--- src/hw/pilot_pkg.sv ---
// Shared constants and types for the stereo pilot qualifier
package pilot_pkg;
  // ----------------------------------------------------------------
  // Timing
  // ----------------------------------------------------------------
  localparam int CLK_HZ = 10000000;
  localparam int PILOT_HZ = 25;
  localparam int PERIOD_CYCLES = CLK_HZ / PILOT_HZ;
  localparam int PCNT_W = 19;
  // ----------------------------------------------------------------
  // Counts
  // ----------------------------------------------------------------
  localparam logic [5:0] SHORT_COUNT = 6'h07;
  localparam logic [5:0] LONG_COUNT = 6'h25;
  localparam logic [5:0] NO_PILOT_COUNT = 6'h07;
  localparam logic [5:0] CNT_RESET = 6'h00;
  localparam logic [5:0] CNT_MAX = 6'h3F;
  typedef enum logic [1:0] {ST_MUTE, ST_ACQ, ST_STEREO} qual_state_t;
endpackage

--- src/hw/pilot_if.sv ---
// Per-period pilot sampling results passed to the qualifier core
`timescale 1ns/1ns
interface pilot_if;
  logic tick;
  logic pilot_seen;
  modport src (output tick, output pilot_seen);
  modport dst (input tick, input pilot_seen);
endinterface

--- src/hw/pilot_sampler.sv ---
// Samples pilot edges once per nominal pilot period
`timescale 1ns/1ns
module pilot_sampler #(
  parameter int PERIOD = pilot_pkg::PERIOD_CYCLES
) (
  input wire logic core_clk,
  input wire logic rst,
  input wire logic restart,
  input wire logic pilot_edge,
  pilot_if.src smp
);
  import pilot_pkg::*;
  logic [PCNT_W-1:0] div_reg, div_next;
  logic seen_reg, seen_next;
  logic tick_reg, tick_next;
  logic pseen_reg, pseen_next;

  always_comb begin
    div_next = div_reg + 1'b1;
    seen_next = seen_reg | pilot_edge;
    tick_next = 1'b0;
    pseen_next = pseen_reg;
    if (restart) begin
      div_next = '0;
      seen_next = 1'b0;
    end else if (div_reg == PCNT_W'(PERIOD - 1)) begin
      // One verdict per period
      div_next = '0;
      seen_next = 1'b0;
      tick_next = 1'b1;
      pseen_next = seen_reg | pilot_edge;
    end
  end

  always_ff @(posedge core_clk) begin
    if (rst) begin
      div_reg <= '0;
      seen_reg <= 1'b0;
      tick_reg <= 1'b0;
      pseen_reg <= 1'b0;
    end else begin
      div_reg <= div_next;
      seen_reg <= seen_next;
      tick_reg <= tick_next;
      pseen_reg <= pseen_next;
    end
  end

  assign smp.tick = tick_reg;
  assign smp.pilot_seen = pseen_reg;
endmodule

--- src/hw/input_sync.sv ---
// Two-stage synchroniser for a bundle of pin levels
`timescale 1ns/1ns
module input_sync #(
  parameter int W = 1
) (
  input wire logic core_clk,
  input wire logic rst,
  input wire logic [W-1:0] d,
  output logic [W-1:0] q
);
  logic [W-1:0] s1_reg, s2_reg;

  always_ff @(posedge core_clk) begin
    if (rst) begin
      s1_reg <= '0;
      s2_reg <= '0;
    end else begin
      s1_reg <= d;
      s2_reg <= s1_reg;
    end
  end

  assign q = s2_reg;
endmodule

--- src/hw/stereo_pilot_qualifier.sv ---
// Mono/stereo decision logic driven by a 25 Hz pilot count
`timescale 1ns/1ns
module stereo_pilot_qualifier #(
  // Clock cycles per pilot sampling window
  parameter int PERIOD = pilot_pkg::PERIOD_CYCLES
) (
  input wire logic core_clk,
  input wire logic rst,
  input wire logic force_mono_n,
  input wire logic pll_lock,
  input wire logic cochannel_trip,
  input wire logic carrier_low,
  input wire logic inphase_detector_neg,
  input wire logic pilot_in,
  output logic diff_switch_en,
  output logic stereo_lamp_n,
  output logic long_mode,
  output logic [5:0] pilot_count
);
  import pilot_pkg::*;

  // ----------------------------------------------------------------
  // Pin synchronisation
  // ----------------------------------------------------------------
  logic [5:0] raw_pins, sync_pins;
  logic fm_n_s, lock_s, coch_s, low_s, neg_s, pilot_s;

  assign raw_pins = {force_mono_n, pll_lock, cochannel_trip, carrier_low,
                     inphase_detector_neg, pilot_in};

  input_sync #(.W(6)) u_sync (
    .core_clk(core_clk),
    .rst(rst),
    .d(raw_pins),
    .q(sync_pins)
  );

  assign {fm_n_s, lock_s, coch_s, low_s, neg_s, pilot_s} = sync_pins;

  // Pilot edge detect reads only the synchronised copy
  logic pilot_d_reg;
  logic pilot_edge;
  always_ff @(posedge core_clk) begin
    if (rst) begin
      pilot_d_reg <= 1'b0;
    end else begin
      pilot_d_reg <= pilot_s;
    end
  end
  assign pilot_edge = pilot_s & ~pilot_d_reg;

  // ----------------------------------------------------------------
  // Period sampler
  // ----------------------------------------------------------------
  pilot_if smp ();
  logic restart;
  // Realign the sampling grid on release of forced mono
  assign restart = ~fm_n_s;

  pilot_sampler #(.PERIOD(PERIOD)) u_smp (
    .core_clk(core_clk),
    .rst(rst),
    .restart(restart),
    .pilot_edge(pilot_edge),
    .smp(smp)
  );

  // ----------------------------------------------------------------
  // Qualifier state
  // ----------------------------------------------------------------
  qual_state_t state_reg, state_next;
  logic long_reg, long_next;
  logic [5:0] cnt_reg, cnt_next;
  logic [2:0] miss_reg, miss_next;
  logic [2:0] early_reg, early_next;
  logic sw_reg, sw_next;
  logic lamp_n_reg, lamp_n_next;

  function automatic logic [5:0] sat_inc(input logic [5:0] v);
    sat_inc = (v == CNT_MAX) ? v : v + 6'h01;
  endfunction

  logic disturb;
  logic [5:0] target;
  logic [5:0] cnt_inc;
  // Co-channel only counts as a disturbance during acquisition
  assign disturb = ~lock_s | coch_s;
  assign target = long_reg ? LONG_COUNT : SHORT_COUNT;
  assign cnt_inc = sat_inc(cnt_reg);

  always_comb begin
    state_next = state_reg;
    long_next = long_reg;
    cnt_next = cnt_reg;
    miss_next = miss_reg;
    early_next = early_reg;
    sw_next = 1'b0;
    lamp_n_next = 1'b1;
    unique case (state_reg)
      ST_MUTE: begin
        // Held in mono, short count armed for next acquisition
        long_next = 1'b0;
        cnt_next = CNT_RESET;
        miss_next = 3'h0;
        early_next = 3'h0;
        if (fm_n_s) begin
          state_next = ST_ACQ;
        end
      end
      ST_ACQ: begin
        if (!fm_n_s) begin
          state_next = ST_MUTE;
        end else if (disturb) begin
          cnt_next = CNT_RESET;
          miss_next = 3'h0;
          if (early_reg < 3'(NO_PILOT_COUNT)) begin
            long_next = 1'b1;
          end
        end else if (smp.tick) begin
          if (early_reg < 3'(NO_PILOT_COUNT)) begin
            early_next = early_reg + 3'h1;
          end
          if (smp.pilot_seen) begin
            cnt_next = cnt_inc;
            miss_next = 3'h0;
          end else begin
            cnt_next = CNT_RESET;
            if (miss_reg == 3'(NO_PILOT_COUNT - 1)) begin
              long_next = 1'b1;
              miss_next = 3'h0;
            end else begin
              miss_next = miss_reg + 3'h1;
            end
          end
        end else if (cnt_reg >= target && !low_s) begin
          // Low carrier waits here without touching count or mode
          state_next = ST_STEREO;
          miss_next = 3'h0;
          sw_next = 1'b1;
          lamp_n_next = 1'b0;
        end
      end
      ST_STEREO: begin
        sw_next = 1'b1;
        lamp_n_next = 1'b0;
        if (!fm_n_s) begin
          state_next = ST_MUTE;
          sw_next = 1'b0;
          lamp_n_next = 1'b1;
        end else if (!lock_s || neg_s || low_s) begin
          // Co-channel input not looked at here
          state_next = ST_ACQ;
          cnt_next = CNT_RESET;
          miss_next = 3'h0;
          sw_next = 1'b0;
          lamp_n_next = 1'b1;
        end else if (smp.tick) begin
          if (smp.pilot_seen) begin
            miss_next = 3'h0;
          end else if (miss_reg == 3'(NO_PILOT_COUNT - 1)) begin
            state_next = ST_ACQ;
            cnt_next = CNT_RESET;
            miss_next = 3'h0;
            sw_next = 1'b0;
            lamp_n_next = 1'b1;
          end else begin
            miss_next = miss_reg + 3'h1;
          end
        end
      end
    endcase
  end

  always_ff @(posedge core_clk) begin
    if (rst) begin
      state_reg <= ST_MUTE;
      long_reg <= 1'b0;
      cnt_reg <= CNT_RESET;
      miss_reg <= 3'h0;
      early_reg <= 3'h0;
      sw_reg <= 1'b0;
      lamp_n_reg <= 1'b1;
    end else begin
      state_reg <= state_next;
      long_reg <= long_next;
      cnt_reg <= cnt_next;
      miss_reg <= miss_next;
      early_reg <= early_next;
      sw_reg <= sw_next;
      lamp_n_reg <= lamp_n_next;
    end
  end

  assign diff_switch_en = sw_reg;
  assign stereo_lamp_n = lamp_n_reg;
  assign long_mode = long_reg;
  assign pilot_count = cnt_reg;

  // ----------------------------------------------------------------
  // Assertions
  // ----------------------------------------------------------------
  property p_short_entry;
    @(posedge core_clk) disable iff (rst)
      (state_reg == ST_ACQ && state_next == ST_STEREO && !long_reg)
        |-> cnt_reg >= SHORT_COUNT;
  endproperty
  a_short_entry: assert property (p_short_entry)
    else $error("stereo entered short mode before seven counts");

  property p_long_entry;
    @(posedge core_clk) disable iff (rst)
      (state_reg == ST_ACQ && state_next == ST_STEREO && long_reg)
        |-> cnt_reg >= LONG_COUNT;
  endproperty
  a_long_entry: assert property (p_long_entry)
    else $error("stereo entered long mode before 37 counts");

  property p_mute_short;
    @(posedge core_clk) disable iff (rst)
      !fm_n_s |-> ##2 (!long_reg && !sw_reg);
  endproperty
  a_mute_short: assert property (p_mute_short)
    else $error("forced mono did not hold mono and short count");

  property p_disturb_clear;
    @(posedge core_clk) disable iff (rst)
      (state_reg == ST_ACQ && fm_n_s && disturb) |=> cnt_reg == CNT_RESET;
  endproperty
  a_disturb_clear: assert property (p_disturb_clear)
    else $error("disturbance did not clear pilot count");

  property p_low_keeps;
    @(posedge core_clk) disable iff (rst)
      (state_reg == ST_ACQ && fm_n_s && low_s && !disturb && !smp.tick)
        |=> ($stable(cnt_reg) && $stable(long_reg) && !sw_reg);
  endproperty
  a_low_keeps: assert property (p_low_keeps)
    else $error("low carrier changed counter or allowed stereo");

  property p_fast_drop;
    @(posedge core_clk) disable iff (rst)
      (state_reg == ST_STEREO && (!lock_s || neg_s || low_s))
        |=> (!sw_reg && stereo_lamp_n);
  endproperty
  a_fast_drop: assert property (p_fast_drop)
    else $error("stereo not dropped at once on lock or carrier loss");

  property p_coch_ignored;
    @(posedge core_clk) disable iff (rst)
      (state_reg == ST_STEREO && fm_n_s && lock_s && !neg_s && !low_s
        && !smp.tick) |=> state_reg == ST_STEREO;
  endproperty
  a_coch_ignored: assert property (p_coch_ignored)
    else $error("stereo left without cause");

  property p_outputs_agree;
    @(posedge core_clk) disable iff (rst)
      sw_reg == !lamp_n_reg && sw_reg == (state_reg == ST_STEREO);
  endproperty
  a_outputs_agree: assert property (p_outputs_agree)
    else $error("switch and lamp disagree with state");

  property p_coch_block;
    @(posedge core_clk) disable iff (rst)
      (state_reg == ST_ACQ && coch_s) |=> state_reg != ST_STEREO;
  endproperty
  a_coch_block: assert property (p_coch_block)
    else $error("stereo entered during co-channel trip");

  property p_empty_long;
    @(posedge core_clk) disable iff (rst)
      (state_reg == ST_ACQ && fm_n_s && !disturb && smp.tick
        && !smp.pilot_seen && miss_reg == 3'(NO_PILOT_COUNT - 1))
        |=> long_reg;
  endproperty
  a_empty_long: assert property (p_empty_long)
    else $error("seven empty periods did not select long count");

  property p_early_long;
    @(posedge core_clk) disable iff (rst)
      (state_reg == ST_ACQ && fm_n_s && disturb
        && early_reg < 3'(NO_PILOT_COUNT)) |=> long_reg;
  endproperty
  a_early_long: assert property (p_early_long)
    else $error("early disturbance did not select long count");

  property p_silent_drop;
    @(posedge core_clk) disable iff (rst)
      (state_reg == ST_STEREO && fm_n_s && lock_s && !neg_s && !low_s
        && smp.tick && !smp.pilot_seen
        && miss_reg == 3'(NO_PILOT_COUNT - 1)) |=> !sw_reg;
  endproperty
  a_silent_drop: assert property (p_silent_drop)
    else $error("stereo kept after seven empty pilot periods");

  property p_neg_drop;
    @(posedge core_clk) disable iff (rst)
      (state_reg == ST_STEREO && neg_s) |=> (!sw_reg && stereo_lamp_n);
  endproperty
  a_neg_drop: assert property (p_neg_drop)
    else $error("in-phase excursion did not force mono");

  c_stereo: cover property (@(posedge core_clk) disable iff (rst)
    state_reg == ST_ACQ ##1 state_reg == ST_STEREO);
  c_long_stereo: cover property (@(posedge core_clk) disable iff (rst)
    long_reg && state_reg == ST_STEREO);
  c_drop: cover property (@(posedge core_clk) disable iff (rst)
    state_reg == ST_STEREO ##1 state_reg == ST_ACQ);
endmodule

--- config.mk ---
export PLATFORM = sky130hd
export DESIGN_NAME = stereo_pilot_qualifier
export DESIGN_NICKNAME = d
export VERILOG_FILES = /design/src/hw/pilot_pkg.sv /design/src/hw/pilot_if.sv /design/src/hw/pilot_sampler.sv /design/src/hw/input_sync.sv /design/src/hw/stereo_pilot_qualifier.sv
export SDC_FILE = /design/constraint.sdc
export NUM_CORES = 1
export LEC_CHECK = 0
export ABC_AREA = 1
export BUFFER_PORTS_ARGS = -buffer_cell sky130_fd_sc_hd__buf_2
export CAP_MARGIN = 0
export CORE_MARGIN = 3
export CORE_UTILIZATION = 60
export DETAILED_ROUTE_END_ITERATION = 10
export HOLD_SLACK_MARGIN = 0.08
export PLACE_DENSITY = 0.79
export REMOVE_ABC_BUFFERS = 1
export SLEW_MARGIN = 0
export SYNTH_ARGS = -nofsm -noshare
export SYNTH_HDL_FRONTEND = slang
export SYNTH_SLANG_ARGS = --single-unit
--- constraint.sdc ---
create_clock -name core_clk -period 2.05 [get_ports core_clk]
set_input_delay 0.205 -clock core_clk [delete_from_list [all_inputs] [get_ports core_clk]]
set_output_delay 0.205 -clock core_clk [all_outputs]
set_load 0.02 [all_outputs]
==> results of run 1 <==
-- through the flow --
stage          setup slack, ns  total power, mW  hold slack [ns]
4_1_cts                  0.286             1.96           0.0822
2_1_floorplan            0.471             1.20            0.274
3_3_place_gp             0.379             1.25            0.389
5_1_grt                 0.0143             2.02           0.0930
3_5_place_dp             0.322             1.25            0.393
6_report                 0.266             1.94           0.0918
-- metal layers --
metal / up-vias / GRT usage
met3: 8 / 0.0384
met1: 971 / 0.291
met5: - / 0
li1: 1201 / -
met2: 52 / 0.333
met4: 0 / 0.0898
-- final timing paths --
| path | depth (start not counted) | to | slack (ns) | start |
|---|---|---|---|---|
| hold reg to reg | 2 | u_sync.q[3]$_SDFF_PP0_ | 0.40 | u_sync.s1_reg[3]$_SDFF_PP0_ |
| hold / removal | 3 | u_sync.s1_reg[0]$_SDFF_PP0_ | 0.09 | pilot_in |
| setup / recovery | 10 | pilot_count[5]$_SDFFE_PP0P_ | 0.27 | state_reg[0]$_SDFFE_PP0P_ |
| setup reg to reg | 10 | pilot_count[5]$_SDFFE_PP0P_ | 0.27 | state_reg[0]$_SDFFE_PP0P_ |
-- power by group through the flow --
stage                     combinational (mW)  clock (mW)  sequential (mW)
after detailed placement               0.176           0             1.08
after CTS                              0.177       0.726             1.05
after global routing                   0.210       0.756             1.06
after floorplan                        0.122           0             1.08
after global placement                 0.173           0             1.07
final                                  0.178       0.708             1.05
-- cells in the final DEF, fill, tap and decap left out, drive strengths merged --
cell type and n:
o221ai 1, nand3b 2, o21ai 6, nor3b 2
nand3 35, o22ai 1, ha 8, nor3 13
inv 66, buf 18, or2 3, and3 1
clkbuf 6, nand4 10, dfxtp 52, a21oi 24
bufinv 1, nor2 64, xor2 5, nand2 70
nor4 1
-- cell type report --
| class | count | share of cell area |
|---|---|---|
| multi-input combinational | 246 | 0.445 |
| sequential | 52 | 0.372 |
| inverter | 65 | 0.0872 |
| timing repair buffer | 18 | 0.0340 |
| clock buffer | 6 | 0.0259 |
| tap | 50 | 0.0224 |
| clock inverter | 2 | 0.0139 |
-- timing repair --
action,in CTS,in global routing
gates resized for setup,0,1
setup buffers,0,0
setup endpoints to repair,0,1
-- worst register-to-register path, stage by stage, from the launching register on --
cell     delay (ns)
dfxtp_1        0.36
inv_1          0.07
ha_1           0.23
inv_1          0.14
a21oi_1        0.11
nor2_1         0.20
nand2_1        0.07
o21ai_0        0.29
inv_1          0.10
nand2_1        0.08
nor2_1         0.04
-- kinds of logic after synthesis --
kind of cell | share of synthesized area
compound gates | 0.0662
flops | 0.408
simple gates | 0.364
buf+inv | 0.105
fa+ha+maj | 0.0393
xor+xnor | 0.0172
==> impl_results.md, run 1 <==
* Htree depth at 2
* Vias per Instance at about 5.1
* Tcrit/Tclk final at 0.870
* # IOs at 17
* Clock Power Share at 0.365
* Vias at 2232
* Largest register FFs at 19
* Crit start category: flop
* TritonCTS clock tree: done
* Final setup viols at 0
* Fin Clk Skew at 0.00718 ns
* Max_cap viols at 0
* Ys Warns at 0
* RSZ-0062 raised after global routing: no
* Lkg Pwr at 1.25 nW
* Initial Utilization at 0.628
* Post-Synthesis Cell Area at 0.00255 sq mm
* Worst skew pair latency at 0.31 ns
* Initial DRT Pass Iterations at 4
* Design Area, Final at 0.00280 sq mm
* Metal-1 WL at between 2000 and 2500 um
* Kind of end point of the critical path: flop
* WS Path Type: flop to flop
* Setup TNS at 0 ns
* Mapped Cells at 367
* Largest net degree at the start of global routing at 19
* Worst path buffer plus inverter count at 3
* Reg clk slew, reported paths at roughly 0.09 ns
* Syn Area/Cell at between 6 and 7 sq um
* Worst path top cell family by delay: compound AO/OA/AOI/OAI gates
* Die X at 71.2 um
* Worst path most repeated cell: inv_1
* Synth unique cells at 29
* Gp weighted congestion at roughly 1.0
* Power Density at slightly below 700 mW/mm^2
* Final wirelength at 4770 um
* NetSw at 0.472 mW
* Main synth FF type: dfxtp_1
* #FFs+latches synth at 52
* Crit path arrival time at around 2.0 ns
* Net count, final at 404
* Post-synth top area cell: dfxtp_1
* Area contributors post-synth: dfxtp_1, nand2_1, inv_1, nor2_1, nand3_1
* Post-synth EDFFs at 0
* GR Util All Layers at 0.214
* Dpl cells at 431
* Max Clk Rate at 561 MHz
* ANT cells at 0
* CP Cell Sequence: inv_1, ha_1, inv_1, a21oi_1, nor2_1, nand2_1, o21ai_0, inv_1, nand2_1, nor2_1
* Bufs on Longest Clock Path at 2
* Crit Path Max Fanout at 5
* Worst Max-Slew Pin Slew at 0.429 ns
* Initial drt markers at 154
* Layout area overhead at 9.72%
* Metal2 WL at 2080 um
* Critical path's slowest cell: dfxtp_1
* Total CTS buffers at 5
* Fill cells at ~360
* Final Hold Vio Count at 0
* Outcome: finished clean
* Switching Share at 0.244
* Root Buffer: clkbuf_8
* Util after Layout at 0.689
* Seq pwr share at 0.543
* HP Class: input port to flop
* Most frequent cells after synthesis: nand2_1, inv_1, nor2_1, dfxtp_1, nand3_1
* Clk sinks at 52
* Slowest stage delay, CP at around 0.36 ns
* Post-Layout Cell Count at 439
* Area after DPL at 0.00268 sq mm
* Max-slew violation count at 0
* Die Y at 71.2 um
* Multi-input logic area at 0.00124 sq mm
* Seq/Total Area, Yosys at 0.408
* Antenna violations before repair at 0
* P_int at 1.47 mW
* Most frequent cell after synthesis: nand2_1
* Vias in the first global route at ~2100
* Met3 WL at 218 um
* Die area at 0.00507 sq mm
* Max_slew headroom at 0.713
* Comb pwr share at 0.092
* # rows at 23
* Port Buffer Count at 16
* Core Footprint at 0.00406 sq mm
* CTS Hold Bufs at 0
* First-pass GRT wire length at 8890 um
* Routed Antenna Nets at 0
* Drt drc at 0
* Max VDD drop at 0.566 mV
* Overflow after GRT at 0
* Critical path data required time at around 2.3 ns
* Post-layout min period at 1.78 ns
* Async SR Flop Fraction at 0
* Share of post-route cells with drive strength above 1 at 0.103
* Hpwl dp at 3580 um
* Routed length per instance at 10.9 um
* Top routing layer used: met4
* Yosys top cell area share at 0.408
* Register area at approximately 0.0010 sq mm
No activity file was read; power rests on OpenSTA's default activity.
==> inputs of run 2 (changes only) <==
- ABC_AREA: 1 -> default
- BUFFER_PORTS_ARGS: -buffer_cell sky130_fd_sc_hd__buf_2 -> default
- CORE_UTILIZATION: 60 -> 62
- DONT_BUFFER_PORTS: default -> 1
- PLACE_DENSITY: 0.79 -> 0.78
==> run 2 against run 1 <==
Effect of this change:
- critical path depth is 3 lower
- power down 8.5%
- global-route usage grew 2.0 points
- largest power group unchanged
- clock skew down 0.0024 ns
- wire length fell by 2.3%
- combinational power is 21% lower
==> impl_results.md, run 2 <==
* Ys Warns at 0 (unchanged)
* First-pass GRT wire length at 8170 um (was 8890 um)
* Most common cell after layout, fill and taps aside: dfxtp_1 (was nand2_1)
* Final wirelength at 4660 um (was 4770 um)
* HP Class: input port to flop (unchanged)
* Seq/Total Area, Yosys at 0.436 (was 0.408)
* Initial DRT Pass Iterations at 4 (unchanged)
* Critical path's slowest cell: dfxtp_1 (unchanged)
* Crit start category: flop (unchanged)
* Post-CTS setup buffer count at 0 (unchanged)
* Vias at 1843 (was 2232)
* Post-Synthesis Cell Area at 0.00239 sq mm (was 0.00255 sq mm)
* Gp weighted congestion at 0.830 (was 1.05)
* Tcrit/Tclk final at 0.930 (was 0.870)
* Slowest stage delay, CP at 0.38 ns (was 0.36 ns)
* Reg clk slew, reported paths at 0.09 ns (about the same)
* Die Y at 68.0 um (was 71.2 um)
* TritonCTS clock tree: done (unchanged)
* Max_slew headroom at 0.352 (was 0.713)
* ANT cells at 0 (unchanged)
* Vias in the first global route at 1768 (was 2093)
* Main synth FF type: dfxtp_1 (unchanged)
* Metal-1 WL at 2300 um (was 2390 um)
* Net count, final at 293 (was 404)
* Die X at 68.0 um (was 71.2 um)
* Total CTS buffers at 5 (unchanged)
* Vias per Instance at 5.69 (was 5.08)
* Worst path top cell family by delay: compound AO/OA/AOI/OAI gates (unchanged)
* Crit Path Max Fanout at 4 (was 5)
* Die area at 0.00463 sq mm (was 0.00507 sq mm)
* Crit path arrival time at 2.11 ns (was 1.99 ns)
* Met3 WL at 279 um (was 218 um)
* Critical path data required time at 2.26 ns (was 2.25 ns)
* Syn Area/Cell at 9.21 sq um (was 6.95 sq um)
* Core Footprint at 0.00352 sq mm (was 0.00406 sq mm)
* Kind of end point of the critical path: flop (unchanged)
* Port Buffer Count at 0 (was 16)
* Htree depth at 2 (unchanged)
* Setup TNS at 0 ns (unchanged)
* Post-layout min period at 1.91 ns (was 1.78 ns)
* Drt drc at 0 (unchanged)
* Worst path buffer plus inverter count at 1 (was 3)
* Most frequent cells in the layout: dfxtp_1, nor2_1, nand2_1 (was nand2_1, inv_1, nor2_1)
* Max-slew violation count at 0 (unchanged)
* Initial Utilization at 0.678 (was 0.628)
* Clk sinks at 52 (unchanged)
* Tot Pwr at 1.77 mW (was 1.94 mW)
* Top routing layer used: met4 (unchanged)
* Yosys top cell area share at 0.436 (was 0.408)
* Async SR Flop Fraction at 0 (unchanged)
* RSZ-0062 raised after global routing: no (unchanged)
* Lkg Pwr at 0.928 nW (was 1.25 nW)
* Worst path most repeated cell: nand2_1 (was inv_1)
* Synth unique cells at 53 (was 29)
* Outcome: finished clean (unchanged)
* Most frequent cell after synthesis: dfxtp_1 (was nand2_1)
* Hpwl dp at 3190 um (was 3580 um)
* GR Util All Layers at 0.234 (was 0.214)
* Mapped Cells at 259 (was 367)
* WS Path Type: flop to flop (unchanged)
* Metal2 WL at 2070 um (was 2080 um)
* Worst skew pair latency at 0.31 ns (about the same)
* Worst Max-Slew Pin Slew at 0.968 ns (was 0.429 ns)
* Overflow after GRT at 0 (unchanged)
* Max_cap viols at 0 (unchanged)
* Area contributors post-synth: dfxtp_1, nor2_1, xnor2_1, ha_1, nor2b_1 (was dfxtp_1, nand2_1, inv_1, nor2_1, nand3_1)
* Fin Clk Skew at 0.00474 ns (was 0.00718 ns)
* Routed length per instance at 14.4 um (was 10.9 um)
* CP Cell Sequence: inv_1, ha_1, nand2_1, or3_4, a211oi_4, nand2_1, a221o_1 (was inv_1, ha_1, inv_1, a21oi_1, nor2_1, nand2_1, o21ai_0, inv_1, nand2_1, nor2_1)
* #FFs+latches synth at 52 (unchanged)
* Antenna violations before repair at 0 (unchanged)
* Largest register FFs at 19 (unchanged)
* Share of post-route cells with drive strength above 1 at 0.115 (was 0.103)
* Layout area overhead at 11.0% (was 9.72%)
* Max Clk Rate at 524 MHz (was 561 MHz)
* Max VDD drop at 0.648 mV (was 0.566 mV)
* Final setup viols at 0 (unchanged)
* Routed Antenna Nets at 0 (unchanged)
* Initial drt markers at 152 (was 154)
* # IOs at 17 (unchanged)
* Root Buffer: clkbuf_8 (unchanged)
* Final Hold Vio Count at 0 (unchanged)
* Bufs on Longest Clock Path at 2 (unchanged)
* Power Density at 670 mW/mm^2 (was 693 mW/mm^2)
* Post-synth EDFFs at 0 (unchanged)
* # rows at 21 (was 23)
* Most frequent cells after synthesis: dfxtp_1, nor2_1, nand2_1, nand3_1, nor2b_1 (was nand2_1, inv_1, nor2_1, dfxtp_1, nand3_1)
* Largest net degree at the start of global routing at 28 (was 19)
* Post-synth top area cell: dfxtp_1 (unchanged)
[run 2: changes by cell type in the layout (fill, tap and decap cells not counted), moves of 8 or more]
cell,delta
buf_4,+8
nand2_1,-50
nor2_1,-29
nand3_1,-18
xnor2_1,+12
inv_1,-56
nor2b_1,+14
buf_2,-16
a21oi_1,-15
[run 2: cell families (layout without fill, tap and decap cells)]
family | Yosys count | count (layout) | share of synthesized area
AND/OR/NAND/NOR | 130 | 130 | 0.304
adder cells (fa/ha/maj) | 8 | 8 | 0.0420
XOR/XNOR | 20 | 20 | 0.0734
flip-flops | 52 | 52 | 0.436
multiplexers | 1 | 1 | 0.00420
AO/OA/AOI/OAI | 33 | 33 | 0.109
buffers and inverters | 15 | 34 | 0.0315
[run 2: what timing repair did]
item | 4_1_cts | 5_1_grt
endpoints found under the hold margin | 27 | 0
endpoints found under the setup margin | 0 | 4
hold buffers | 7 | 0
gates resized for setup | 0 | 2
[run 2: power by group]
group | switching [mW] | total [mW] | leakage (nW) | internal (mW)
clock network | 0.349 | 0.591 | 0.0445 | 0.243
logic | 0.0824 | 0.141 | 0.462 | 0.0586
registers | 0.0139 | 1.04 | 0.422 | 1.03
total | 0.445 | 1.77 | 0.928 | 1.33
[run 2: worst register-to-register path: stages, from the launching register on]
cell      delay [ns]
dfxtp_1         0.38
inv_1           0.06
ha_1            0.29
nand2_1         0.06
or3_4           0.36
a211oi_4        0.22
nand2_1         0.09
a221o_1         0.34
[run 2: area by class of cell]
class / instances / area, sq um
fill: 258 / 872
multi-input combinational: 192 / 1280
clock buffer: 5 / 68.8
tap: 46 / 57.6
inverter: 9 / 33.8
timing repair buffer: 17 / 145
sequential: 52 / 1040
clock inverter: 3 / 21.3
[run 2: final timing paths]
| path | startpoint | end | slack, ns | depth (start not counted) |
|---|---|---|---|---|
| hold / removal | rst | state_reg[0]$_SDFFE_PP0P_ | 0.14 | 2 |
| hold reg to reg | u_sync.s1_reg[4]$_SDFF_PP0_ | u_sync.q[4]$_SDFF_PP0_ | 0.44 | 1 |
| setup reg to reg | long_mode$_SDFFE_PP0P_ | stereo_lamp_n$_SDFF_PP1_ | 0.14 | 7 |
| setup / recovery | long_mode$_SDFFE_PP0P_ | stereo_lamp_n$_SDFF_PP1_ | 0.14 | 7 |
[run 2: routing by layer]
| layer | GRT usage | vias up |
|---|---|---|
| met5 | 0 | - |
| met2 | 0.366 | 45 |
| li1 | - | 952 |
| met3 | 0.0690 | 2 |
| met4 | 0.0496 | 0 |
| met1 | 0.318 | 844 |
[run 2: per-stage QoR]
stage	hold slack (ns)	setup slack (ns)	area, sq um	std cells	util
2_1_floorplan	0.274	0.0284	2340	253	-
3_3_place_gp	0.279	0.218	2480	309	0.704
3_5_place_dp	0.280	0.157	2480	309	0.704
4_1_cts	0.134	0.126	2640	324	0.749
5_1_grt	0.126	0.00746	2650	324	0.752
6_report	0.137	0.143	2650	324	0.752
==> inputs of run 3 (changes only) <==
--- a/config.mk
+++ b/config.mk
@@ -6,9 +6,9 @@
 export NUM_CORES = 1
 export LEC_CHECK = 0
+export BUFFER_PORTS_ARGS = -buffer_cell sky130_fd_sc_hd__buf_2
 export CAP_MARGIN = 0
 export CORE_MARGIN = 3
-export CORE_UTILIZATION = 62
+export CORE_UTILIZATION = 59
 export DETAILED_ROUTE_END_ITERATION = 10
-export DONT_BUFFER_PORTS = 1
 export HOLD_SLACK_MARGIN = 0.08
 export PLACE_DENSITY = 0.78
==> constraint.sdc (replaced) <==
create_clock -name core_clk -period 2.05 [get_ports core_clk]
set_input_delay 0.3075 -clock core_clk [delete_from_list [all_inputs] [get_ports core_clk]]
set_output_delay 0.3075 -clock core_clk [all_outputs]
set_load 0.02 [all_outputs]
==> run 3 against run 2 <==
Effect of this change:
- worst hold slack gained 0.067 ns
- clock power rose by 5.9%
- clock-buffer cell count is 1 higher
- critical path type unchanged
- critical endpoint unchanged
- largest cell class unchanged
- largest power group unchanged
==> impl_results.md, run 3 (synthesis results as in run 2) <==
* Routed Antenna Nets at 0 (unchanged)
* Most frequent cells in the layout: dfxtp_1, nor2_1, nand2_1 (unchanged)
* Power Density at 691 mW/mm^2 (was 670 mW/mm^2)
* Comb pwr share at 0.073 (was 0.079)
* Tcrit/Tclk final at 0.924 (was 0.930)
* # rows at 22 (was 21)
* Die area at 0.00484 sq mm (was 0.00463 sq mm)
* Drt drc at 0 (unchanged)
* Max VDD drop at 0.512 mV (was 0.648 mV)
* Worst path buffer plus inverter count at 1 (unchanged)
* P_int at 1.36 mW (was 1.33 mW)
* Area after DPL at 0.00251 sq mm (was 0.00248 sq mm)
* ANT cells at 0 (unchanged)
* Final Hold Vio Count at 0 (unchanged)
* Initial Utilization at 0.633 (was 0.678)
* Core Footprint at 0.00377 sq mm (was 0.00352 sq mm)
* Htree depth at 2 (unchanged)
* Fin Clk Skew at 0.00820 ns (was 0.00474 ns)
* Overflow after GRT at 0 (unchanged)
* First-pass GRT wire length at 7650 um (was 8170 um)
* Root Buffer: clkbuf_8 (unchanged)
* Hpwl dp at 3130 um (was 3190 um)
* Worst path most repeated cell: nand2_1 (unchanged)
* Worst skew pair latency at 0.31 ns (about the same)
* CP Cell Sequence: inv_1, ha_1, nand2_1, or3_4, a211oi_4, nand2_1, a221o_1 (unchanged)
* Largest register FFs at 19 (unchanged)
* Largest net degree at the start of global routing at 31 (was 28)
* Crit start category: flop (unchanged)
* Die X at 69.6 um (was 68.0 um)
* Share of post-route cells with drive strength above 1 at 0.143 (was 0.115)
* Worst path top cell family by delay: compound AO/OA/AOI/OAI gates (unchanged)
* HP Class: input port to flop (unchanged)
* Critical path's slowest cell: dfxtp_1 (unchanged)
* GR Util All Layers at 0.195 (was 0.234)
* Layout area overhead at 9.12% (was 11.0%)
* Bufs on Longest Clock Path at 2 (unchanged)
* Max Clk Rate at 528 MHz (was 524 MHz)
* Crit path arrival time at 2.11 ns (about the same)
* Die Y at 69.6 um (was 68.0 um)
* Antenna violations before repair at 0 (unchanged)
* Tot Pwr at 1.80 mW (was 1.77 mW)
* Seq pwr share at 0.579 (was 0.587)
* Final wirelength at 4430 um (was 4660 um)
* Kind of end point of the critical path: flop (unchanged)
* Gp weighted congestion at 0.831 (was 0.830)
* NetSw at 0.442 mW (was 0.445 mW)
* Slowest stage delay, CP at 0.38 ns (about the same)
* Max_cap viols at 0 (unchanged)
* Switching Share at 0.246 (was 0.251)
* Reg clk slew, reported paths at 0.10 ns (was 0.09 ns)
* Design Area, Final at 0.00260 sq mm (was 0.00265 sq mm)
* RSZ-0062 raised after global routing: no (unchanged)
* Vias in the first global route at 1692 (was 1768)
* CTS Hold Bufs at 0 (was 7)
* # IOs at 17 (unchanged)
* Initial drt markers at 85 (was 152)
* Max_slew headroom at 0.644 (was 0.352)
* Routed length per instance at 13.5 um (was 14.4 um)
* Lkg Pwr at 0.943 nW (was 0.928 nW)
* WS Path Type: flop to flop (unchanged)
* Clock Power Share at 0.348 (was 0.333)
* Fin Hold WS at 0.204 ns (was 0.137 ns)
* Total CTS buffers at 5 (unchanged)
* Worst Max-Slew Pin Slew at 0.534 ns (was 0.968 ns)
* Max-slew violation count at 0 (unchanged)
* Post-CTS setup buffer count at 0 (unchanged)
* Cts repair resizes at 0 (unchanged)
* Net count, final at 295 (was 293)
* Most common cell after layout, fill and taps aside: dfxtp_1 (unchanged)
* Clk sinks at 52 (unchanged)
* Final setup viols at 0 (unchanged)
* Vias per Instance at 5.80 (was 5.69)
* Critical path data required time at 2.26 ns (about the same)
* Initial DRT Pass Iterations at 4 (unchanged)
* Outcome: finished clean (unchanged)
* Crit Path Max Fanout at 4 (unchanged)
* Setup TNS at 0 ns (unchanged)
* Vias at 1902 (was 1843)
* Post-layout min period at 1.90 ns (was 1.91 ns)
* Port Buffer Count at 16 (was 0)
* TritonCTS clock tree: done (unchanged)
## run 3: layout make-up
type,instances,area [sq um]
clock buffer,6,82.6
clock inverter,2,13.8
fill,304,1170
inverter,9,33.8
multi-input combinational,192,1270
sequential,52,1040
tap,48,60.1
timing repair buffer,19,103
## run 3: power groups by stage
| stage | Sequential [mW] | Combinational, mW | Clock (mW) |
|---|---|---|---|
| finish | 1.04 | 0.132 | 0.626 |
| detailed placement | 1.06 | 0.131 | 0 |
| global placement | 1.06 | 0.130 | 0 |
| CTS | 1.04 | 0.131 | 0.638 |
| global route | 1.04 | 0.146 | 0.678 |
| floorplan | 1.07 | 0.0862 | 0 |
## run 3: metrics by stage
stage,util,setup WS [ns],cells
4_1_cts,0.690,0.148,328
6_report,0.690,0.155,328
5_1_grt,0.690,0.0306,328
3_5_place_dp,0.665,0.159,320
2_1_floorplan,-,0.0284,253
3_3_place_gp,0.665,0.212,320
## run 3: worst paths after layout
| path | slack, ns | cells past startpoint | startpoint | endpoint |
|---|---|---|---|---|
| setup reg to reg | 0.15 | 7 | long_mode$_SDFFE_PP0P_ | stereo_lamp_n$_SDFF_PP1_ |
| setup / recovery | 0.15 | 7 | long_mode$_SDFFE_PP0P_ | stereo_lamp_n$_SDFF_PP1_ |
| hold / removal | 0.20 | 2 | force_mono_n | u_sync.s1_reg[5]$_SDFF_PP0_ |
| hold reg to reg | 0.44 | 1 | u_sync.s1_reg[0]$_SDFF_PP0_ | u_sync.q[0]$_SDFF_PP0_ |
## run 3: layer usage
layer | wire length [um] | vias up | global-route usage | part of all wire
met4 | 86 | 0 | 0.0781 | 0.019
li1 | - | 960 | - | -
met5 | 0 | - | 0 | 0
met1 | 2220 | 892 | 0.269 | 0.50
met3 | 198 | 9 | 0.0507 | 0.045
met2 | 1920 | 41 | 0.289 | 0.43
